<file path="src/tpl_params.svh">
// register indices, field positions and reset values of the touch-probe latch
`ifndef TPL_PARAMS_SVH
`define TPL_PARAMS_SVH
// ==========================================
// register indices (byte address = 4 * index)
`define TPL_IDX_CTRL 16'h60b8
`define TPL_IDX_STAT 16'h60b9
`define TPL_IDX_POS_P1R 16'h60ba
`define TPL_IDX_POS_P1F 16'h60bb
`define TPL_IDX_POS_P2R 16'h60bc
`define TPL_IDX_POS_P2F 16'h60bd
`define TPL_IDX_CNT_P1R 16'h60d5
`define TPL_IDX_CNT_P1F 16'h60d6
`define TPL_IDX_CNT_P2R 16'h60d7
`define TPL_IDX_CNT_P2F 16'h60d8
`define TPL_IDX_POL 16'h2007
`define TPL_IDX_DIN 16'h60fd
`define TPL_IDX_IRQ_STAT 16'h7000
`define TPL_IDX_IRQ_CLR 16'h7001
`define TPL_IDX_IRQ_EN 16'h7002
// ==========================================
// control word fields, per probe, probe 2 at +stride
`define TPL_PROBE_STRIDE 8
`define TPL_CTL_EN 0
`define TPL_CTL_MODE 1
`define TPL_CTL_SRC 2
`define TPL_CTL_RISE 4
`define TPL_CTL_FALL 5
`define TPL_CTL_WMASK 16'h3737
// ==========================================
// status word fields, per probe
`define TPL_ST_EN 0
`define TPL_ST_RISE 1
`define TPL_ST_FALL 2
// ==========================================
// digital input status bits
`define TPL_DIN_A 26
`define TPL_DIN_B 27
// ==========================================
// reset values
`define TPL_RST_CTRL 16'h0000
`define TPL_RST_POL 2'h3
`define TPL_RST_IRQ_EN 4'h0
`endif

</file>
<file path="src/tpl_pkg.sv">
// types shared by the touch-probe latch
package tpl_pkg;
  // ==========================================
  // apb request carrier
  typedef struct packed {
    logic psel;
    logic penable;
    logic pwrite;
    logic [17:0] paddr;
    logic [31:0] pwdata;
    logic [3:0] pstrb;
  } tpl_apb_req_t;
  // ==========================================
  // one probe's slice of the control word
  typedef struct packed {
    logic en;
    logic cont;
    logic src_index;
    logic rise_en;
    logic fall_en;
  } tpl_probe_cfg_t;
endpackage

</file>
<file path="src/tpl_probe_latch.sv">
// two-channel touch-probe position latch with apb registers
// ==========================================
`timescale 1ns/1ps
`include "tpl_params.svh"
module tpl_probe_latch #(
  parameter int POS_W = 32,
  parameter int CNT_W = 32
) (
  // clock and reset
  input wire logic clk_sys_i,
  input wire logic rst_i,
  // apb slave
  input wire tpl_pkg::tpl_apb_req_t apb_req_i,
  output logic pready_o,
  output logic pslverr_o,
  output logic [31:0] prdata_o,
  // trigger sources and position
  input wire logic external_probe_input_a_i,
  input wire logic external_probe_input_b_i,
  input wire logic index_pulse_i,
  input wire logic [POS_W-1:0] position_i,
  // interrupt
  output logic irq_o
);
  // ==========================================
  // bus decode
  logic [15:0] idx;
  logic wr;
  logic rd_setup;
  logic [31:0] wmask;
  logic mapped;
  assign idx = apb_req_i.paddr[17:2];
  assign wr = apb_req_i.psel & apb_req_i.penable & apb_req_i.pwrite;
  assign rd_setup = apb_req_i.psel & ~apb_req_i.penable;
  assign wmask = {{8{apb_req_i.pstrb[3]}}, {8{apb_req_i.pstrb[2]}},
                  {8{apb_req_i.pstrb[1]}}, {8{apb_req_i.pstrb[0]}}};
  // zero wait states: data is prepared in the setup cycle
  assign pready_o = 1'b1;
  always_comb begin
    case (idx)
      `TPL_IDX_CTRL, `TPL_IDX_STAT, `TPL_IDX_POS_P1R, `TPL_IDX_POS_P1F,
      `TPL_IDX_POS_P2R, `TPL_IDX_POS_P2F, `TPL_IDX_CNT_P1R, `TPL_IDX_CNT_P1F,
      `TPL_IDX_CNT_P2R, `TPL_IDX_CNT_P2F, `TPL_IDX_POL, `TPL_IDX_DIN,
      `TPL_IDX_IRQ_STAT, `TPL_IDX_IRQ_CLR, `TPL_IDX_IRQ_EN: mapped = 1'b1;
      default: mapped = 1'b0;
    endcase
  end
  assign pslverr_o = apb_req_i.psel & apb_req_i.penable & ~mapped;
  // ==========================================
  // software registers
  logic [15:0] ctrl;
  logic [1:0] pol;
  logic [3:0] irq_en;
  logic [15:0] next_ctrl;
  logic [31:0] wdat_ctl;
  assign wdat_ctl = ({16'h0000, ctrl} & ~wmask) | (apb_req_i.pwdata & wmask);
  assign next_ctrl = wdat_ctl[15:0] & `TPL_CTL_WMASK;
  always_ff @(posedge clk_sys_i) begin
    if (rst_i) begin
      ctrl <= `TPL_RST_CTRL;
    end else if (wr && idx == `TPL_IDX_CTRL) begin
      ctrl <= next_ctrl;
    end
  end
  always_ff @(posedge clk_sys_i) begin
    if (rst_i) begin
      pol <= `TPL_RST_POL;
    end else if (wr && idx == `TPL_IDX_POL && apb_req_i.pstrb[0]) begin
      pol <= apb_req_i.pwdata[1:0];
    end
  end
  always_ff @(posedge clk_sys_i) begin
    if (rst_i) begin
      irq_en <= `TPL_RST_IRQ_EN;
    end else if (wr && idx == `TPL_IDX_IRQ_EN && apb_req_i.pstrb[0]) begin
      irq_en <= apb_req_i.pwdata[3:0];
    end
  end
  // ==========================================
  // per-probe configuration and trigger level
  tpl_pkg::tpl_probe_cfg_t cfg [2];
  logic [1:0] ext_lvl;
  logic [1:0] lvl;
  logic [1:0] prv;
  logic [1:0] cfg_chg;
  assign ext_lvl = {external_probe_input_b_i, external_probe_input_a_i};
  for (genvar p = 0; p < 2; p++) begin : g_probe
    localparam int B = p * `TPL_PROBE_STRIDE;
    assign cfg[p].en = ctrl[B + `TPL_CTL_EN];
    assign cfg[p].cont = ctrl[B + `TPL_CTL_MODE];
    assign cfg[p].src_index = ctrl[B + `TPL_CTL_SRC];
    assign cfg[p].rise_en = ctrl[B + `TPL_CTL_RISE];
    assign cfg[p].fall_en = ctrl[B + `TPL_CTL_FALL];
    // polarity bit high keeps the pin level as is
    assign lvl[p] = cfg[p].src_index ? index_pulse_i : (ext_lvl[p] ~^ pol[p]);
    // mode changes are left out on purpose: only enable, source and edges reset
    assign cfg_chg[p] = wr && idx == `TPL_IDX_CTRL &&
      ((next_ctrl[B +: 6] ^ ctrl[B +: 6]) & 6'h35) != 6'h00;
  end
  // inputs arrive synchronous to the clock, so one stage suffices for edges
  always_ff @(posedge clk_sys_i) begin
    if (rst_i) begin
      prv <= 2'h0;
    end else begin
      prv <= lvl;
    end
  end
  // ==========================================
  // capture qualification, channel c = 2*probe + falling
  logic [3:0] edg;
  logic [3:0] cap;
  logic [3:0] flg;
  logic [3:0] clr;
  always_comb begin
    for (int c = 0; c < 4; c++) begin
      edg[c] = (c % 2 == 0) ? (lvl[c/2] & ~prv[c/2]) : (~lvl[c/2] & prv[c/2]);
      cap[c] = edg[c] & cfg[c/2].en &
        ((c % 2 == 0) ? cfg[c/2].rise_en : cfg[c/2].fall_en) &
        (cfg[c/2].cont | ~flg[c]);
      clr[c] = cfg_chg[c/2];
    end
  end
  // ==========================================
  // latched positions, counters and executed flags
  logic [POS_W-1:0] pos_r [4];
  logic [CNT_W-1:0] cnt [4];
  always_ff @(posedge clk_sys_i) begin
    for (int c = 0; c < 4; c++) begin
      if (rst_i) begin
        pos_r[c] <= '0;
      end else if (cap[c]) begin
        pos_r[c] <= position_i;
      end
    end
  end
  always_ff @(posedge clk_sys_i) begin
    for (int c = 0; c < 4; c++) begin
      if (rst_i) begin
        cnt[c] <= '0;
      end else if (clr[c]) begin
        cnt[c] <= {{(CNT_W-1){1'b0}}, cap[c]};
      end else if (cap[c]) begin
        cnt[c] <= cnt[c] + 1'b1;
      end
    end
  end
  // a capture in the clearing cycle still leaves its flag set
  always_ff @(posedge clk_sys_i) begin
    for (int c = 0; c < 4; c++) begin
      if (rst_i) begin
        flg[c] <= 1'b0;
      end else if (cap[c]) begin
        flg[c] <= 1'b1;
      end else if (clr[c]) begin
        flg[c] <= 1'b0;
      end
    end
  end
  // ==========================================
  // status word and interrupt
  logic [15:0] stat;
  logic [3:0] irq_st;
  always_comb begin
    stat = 16'h0000;
    for (int p = 0; p < 2; p++) begin
      stat[p * `TPL_PROBE_STRIDE + `TPL_ST_EN] = cfg[p].en;
      stat[p * `TPL_PROBE_STRIDE + `TPL_ST_RISE] = flg[2*p];
      stat[p * `TPL_PROBE_STRIDE + `TPL_ST_FALL] = flg[2*p+1];
    end
  end
  always_ff @(posedge clk_sys_i) begin
    for (int c = 0; c < 4; c++) begin
      if (rst_i) begin
        irq_st[c] <= 1'b0;
      end else if (cap[c]) begin
        irq_st[c] <= 1'b1;
      end else if (wr && idx == `TPL_IDX_IRQ_CLR && apb_req_i.pstrb[0] && apb_req_i.pwdata[c]) begin
        irq_st[c] <= 1'b0;
      end
    end
  end
  assign irq_o = |(irq_st & irq_en);
  // ==========================================
  // read data, registered in the setup cycle
  logic [31:0] rd_mux;
  logic [31:0] din;
  always_comb begin
    din = 32'h00000000;
    din[`TPL_DIN_A] = external_probe_input_a_i;
    din[`TPL_DIN_B] = external_probe_input_b_i;
  end
  always_comb begin
    case (idx)
      `TPL_IDX_CTRL: rd_mux = {16'h0000, ctrl};
      `TPL_IDX_STAT: rd_mux = {16'h0000, stat};
      `TPL_IDX_POS_P1R: rd_mux = 32'(pos_r[0]);
      `TPL_IDX_POS_P1F: rd_mux = 32'(pos_r[1]);
      `TPL_IDX_POS_P2R: rd_mux = 32'(pos_r[2]);
      `TPL_IDX_POS_P2F: rd_mux = 32'(pos_r[3]);
      `TPL_IDX_CNT_P1R: rd_mux = 32'(cnt[0]);
      `TPL_IDX_CNT_P1F: rd_mux = 32'(cnt[1]);
      `TPL_IDX_CNT_P2R: rd_mux = 32'(cnt[2]);
      `TPL_IDX_CNT_P2F: rd_mux = 32'(cnt[3]);
      `TPL_IDX_POL: rd_mux = {30'h0, pol};
      `TPL_IDX_DIN: rd_mux = din;
      `TPL_IDX_IRQ_STAT: rd_mux = {28'h0000000, irq_st};
      `TPL_IDX_IRQ_EN: rd_mux = {28'h0000000, irq_en};
      default: rd_mux = 32'h00000000;
    endcase
  end
  always_ff @(posedge clk_sys_i) begin
    if (rst_i) begin
      prdata_o <= 32'h00000000;
    end else if (rd_setup) begin
      prdata_o <= rd_mux;
    end
  end
endmodule // tpl_probe_latch

</file>
<file path="config.mk">
export PLATFORM = sky130hd
export DESIGN_NAME = tpl_probe_latch
export DESIGN_NICKNAME = d
export VERILOG_FILES = /design/src/tpl_pkg.sv /design/src/tpl_probe_latch.sv
export VERILOG_INCLUDE_DIRS = /design/src
export SDC_FILE = /design/constraint.sdc
export NUM_CORES = 1
export LEC_CHECK = 0
export BUFFER_PORTS_ARGS = -buffer_cell sky130_fd_sc_hd__buf_2
export CAP_MARGIN = 10
export CORE_MARGIN = 3
export CORE_UTILIZATION = 45
export DETAILED_ROUTE_END_ITERATION = 8
export GPL_ROUTABILITY_DRIVEN = 0
export HOLD_SLACK_MARGIN = 0.02
export MAX_ROUTING_LAYER = met4
export PLACE_DENSITY = 0.65
export SLEW_MARGIN = 15
export SYNTH_ARGS = -nofsm -noshare
export SYNTH_HDL_FRONTEND = slang
export SYNTH_SLANG_ARGS = --single-unit
</file>
<file path="constraint.sdc">
create_clock -name clk_sys_i -period 3 [get_ports clk_sys_i]
set_clock_uncertainty 0.2 [all_clocks]
set_input_delay 0.45 -clock clk_sys_i [delete_from_list [all_inputs] [get_ports clk_sys_i]]
set_output_delay 0.45 -clock clk_sys_i [all_outputs]
set_load 0.02 [all_outputs]
</file>
==> impl_results.md <==
- Fillers: 3016
- Main synth FF type: edfxtp_1
- FF-to-FF setup slack: 0.35 ns
- Core area: 0.0346 sq mm
- # Post-CTS Setup Buffers: 0
- Wire length per cell after detailed routing: 21.7 um
- Post-Synth Adder-Cell Area: 0.315%
- Combinational share of power: slightly above 4%
- Period utilisation layout: 94.0%
- Crit-path max FO: 4
- Worst skew pair latency: 0.52 ns
- Register area share after synthesis: 55.7%
- Drt drc: 0
- Startpoint Class: primary input
- DP HPWL: 31500 um
- Non-Filler Instances: 2053
- Fraction of layout cells with a size suffix above 1: 18.0%
- Main combinational cell family by area after synthesis: simple AND/OR/NAND/NOR gates
- Die Span X: about 190 um
- Area Overhead vs Synth: 17.5%
- FF+latch area: 0.00885 sq mm
- Die height: 194 um
- RR Endpoint: cnt[0][31]
- CTS Buf Count: 35
- Final core utilization: 53.9%
- Hold path start: position_i[9]
- Post-synthesis cell type count: between 70 and 80
- First-pass GRT wire length: roughly 68000 um
- WHS Path Cells: 2
- Worst-margin pin slew: around 0.92 ns
- Initial DRC Count: between 1000 and 1500
- Total Nets Final: ~1700
- FF+latch count, synth: ~310
- Num rows: 68
- Worst R2R Path Depth: 6
- Critical path type: primary input to output pin
- Mux cell area share after synthesis: 1.36%
- Cell Area, Synth: 0.0159 sq mm
- # placed instances: 1981
- # port buffers: between 100 and 150
- CP endpoint kind: output pin
- Clock Sinks: 314
- Avg Inst Size Synth: 11.2 sq um
- ANT cells: 0
- CTS max path bufs: 3
- Ys async rst share: 0%
- Worst-path clk slew: about 0.06 ns
- Tot GR Track Use: 23.7%
- Synthesized netlist cell count: 1424
- Grt ovf: 0
- H-tree levels: 2
- Initial core utilization: 45.9%
- Peak supply drop: 0.000431 V
- Synth Area in XOR/XNOR: under 10%
- Via density: 5.82
- Final hold viol count: 0
- Final WL: roughly 45000 um
- Switching power: 2080 uW
- Clk pwr share: 43.8%
- Leak Pwr: 0.00658 uW
- Die footprint: around 0.038 sq mm
- Multi-input logic area: 0.00673 sq mm
- Sequential power share: 52.1%
- Worst Path Required: 2.35 ns
- Status: complete, no violations
- Worst path cell trace: buf_2, nor4_2, nand2_1, or3_1, o311ai_0, nor3_1, buf_2
- Tmin final: around 2.8 ns
- Via count: between 10000 and 15000
- Syn Nets: 1522
- Dpl ws: 0.0909 ns
- Root buf cell: clkbuf_16
- I/O pin cnt: 129
- Crit path DAT: approximately 2.2 ns
- Largest net degree at the start of global routing: 34
- Max Clk Rate: ~350 MHz
- Slew margin rel.: between 30% and 40%
- Most common cell on crit path: buf_2
- Internal Pwr Total: around 7400 uW
- RSZ-0062 raised after global routing: no
- Hold crit path type: primary input to register
- Post-synthesis simple-gate area fraction: 20.9%
- Vias in the first global route: 11492
- Pre-Repair DR Iteration Count: 8
- Compound-gate portion of the synthesized area: approximately an eighth
- TNS Setup: 0 ns
- TritonCTS clock tree: done
- Critical Path Sink: pslverr_o
- YS warnings: 0
- Fin. max-slew vios: 0
- Number of flops mapped to enable cells by yosys: 256
- R2R Path Start: cnt[0][10]
- Crit. Startpoint: apb_req_i[47]
- Routed Antenna Nets: 0
- Max-cap violations: 0
- Worst setup margin: 0.181 ns
- Sw frac: a little over a fifth
- Delay of the slowest critical-path stage: 0.49 ns
- Pwr dens: between 500 and 600 mW/mm^2
- Setup violators final: 0
- Initial antenna violation count: 0
- Crit-path slowest cell: or3_1
registers in the layout, summed over array words and instances (netlist names), named ones only:
signal    flops
cnt         128
ctrl          8
irq_en        4
pol           2
prv           2
pos_r       128
prdata_o     32
irq_st        4
flg           4
cells in the final DEF, fill, tap and decap left out, types with 29 or more instances in the layout:
| master | netlist | final |
|---|---|---|
| xor2_1 | 70 | 70 |
| nand3_1 | 54 | 54 |
| clkbuf_16 | 0 | 36 |
| buf_2 | 20 | 102 |
| a21oi_1 | 32 | 32 |
| dfxtp_1 | 58 | 58 |
| and2_1 | 135 | 135 |
| nand2_1 | 138 | 136 |
| xnor2_1 | 59 | 59 |
| and3_1 | 29 | 29 |
| buf_4 | 2 | 52 |
| a22oi_1 | 29 | 29 |
| edfxtp_1 | 256 | 256 |
| nor2_1 | 177 | 171 |
kinds of logic after synthesis:
logic type / Yosys count
fa+ha+maj: 4
simple gates: 646
xor+xnor: 129
mux: 20
flops: 314
other cells: 1
compound gates: 228
buf+inv: 82
worst max-delay path: cells and delay by family:
kind                   cells  cell delay [ns]
and+or+nand+nor            4             1.06
AOI/OAI and AO/OA          1             0.38
buffers and inverters      2             0.28
layer usage:
layer  vias to the layer above  global-route usage [%]  share of wire, %  wire length, um
met2                       481                    36.4                46            20500
met1                      5869                    32.9                44            19500
li1                       5531                       -                 -                -
met3                        60                    4.24               8.2             3680
met5                         -                       -                 0                0
met4                         0                    5.93               2.2              986
per-stage QoR:
step	total power, uW	area, sq um	hold WS [ns]
after global placement	5380	17500	0.230
after detailed placement	5390	17500	0.236
after floorplan	5170	15900	0.245
final	9450	18700	0.0350
after global routing	9740	18700	0.0375
after CTS	9510	18600	0.0253
cells in the mapped netlist (all sizes together), types with 5 or more instances:
cell	n	area, sq um
edfxtp	256	7690
nor2	177	664
nand2	138	518
and2	135	845
xor2	70	613
xnor2	59	517
dfxtp	58	1160
nand3	54	270
clkbuf	44	165
a22oi	43	393
a21oi	32	160
and3	29	181
a222oi	27	270
buf	27	168
nand4	26	163
a21o	22	165
a22o	22	193
nor3	20	116
a41oi	16	245
mux2i	16	160
o21ai	15	75.1
nor4	12	141
and4	11	96.3
inv	11	41.3
nor2b	11	68.8
nand2b	9	56.3
a211oi	8	60.1
a32oi	7	61.3
a221oi	6	52.6
a31oi	6	37.5
or2	5	31.3
worst min path at each step:
stage / endpoint / slack [ns]
after floorplan: flg[0] / 0.24
after global placement: prdata_o[24] / 0.23
after detailed placement: prdata_o[15] / 0.24
after CTS: pos_r[1][8] / 0.03
after global routing: pos_r[3][24] / 0.04
final: pos_r[1][9] / 0.03
timing repair:
| item | 4_1_cts | 5_1_grt |
|---|---|---|
| setup endpoints to repair | 0 | 1 |
| hold buffers | 8 | 0 |
| hold endpoints to repair | 8 | 0 |
| resized for setup | 0 | 1 |
cell type report:
| class | instances | share of cell area [%] |
|---|---|---|
| inverter | 11 | 0.221 |
| timing repair buffer | 181 | 7.30 |
| clock buffer | 53 | 5.39 |
| clock inverter | 11 | 0.510 |
| tap | 455 | 3.05 |
| sequential | 314 | 47.4 |
| multi-input combinational | 1028 | 36.1 |
power groups by stage:
stage	sequential (uW)	combinational, uW	clock, uW
5_1_grt	4940	416	4390
4_1_cts	4920	385	4210
3_5_place_dp	5010	376	0
3_3_place_gp	5010	369	0
6_report	4920	388	4140
2_1_floorplan	4980	190	0
No activity file was read; power rests on OpenSTA's default activity.
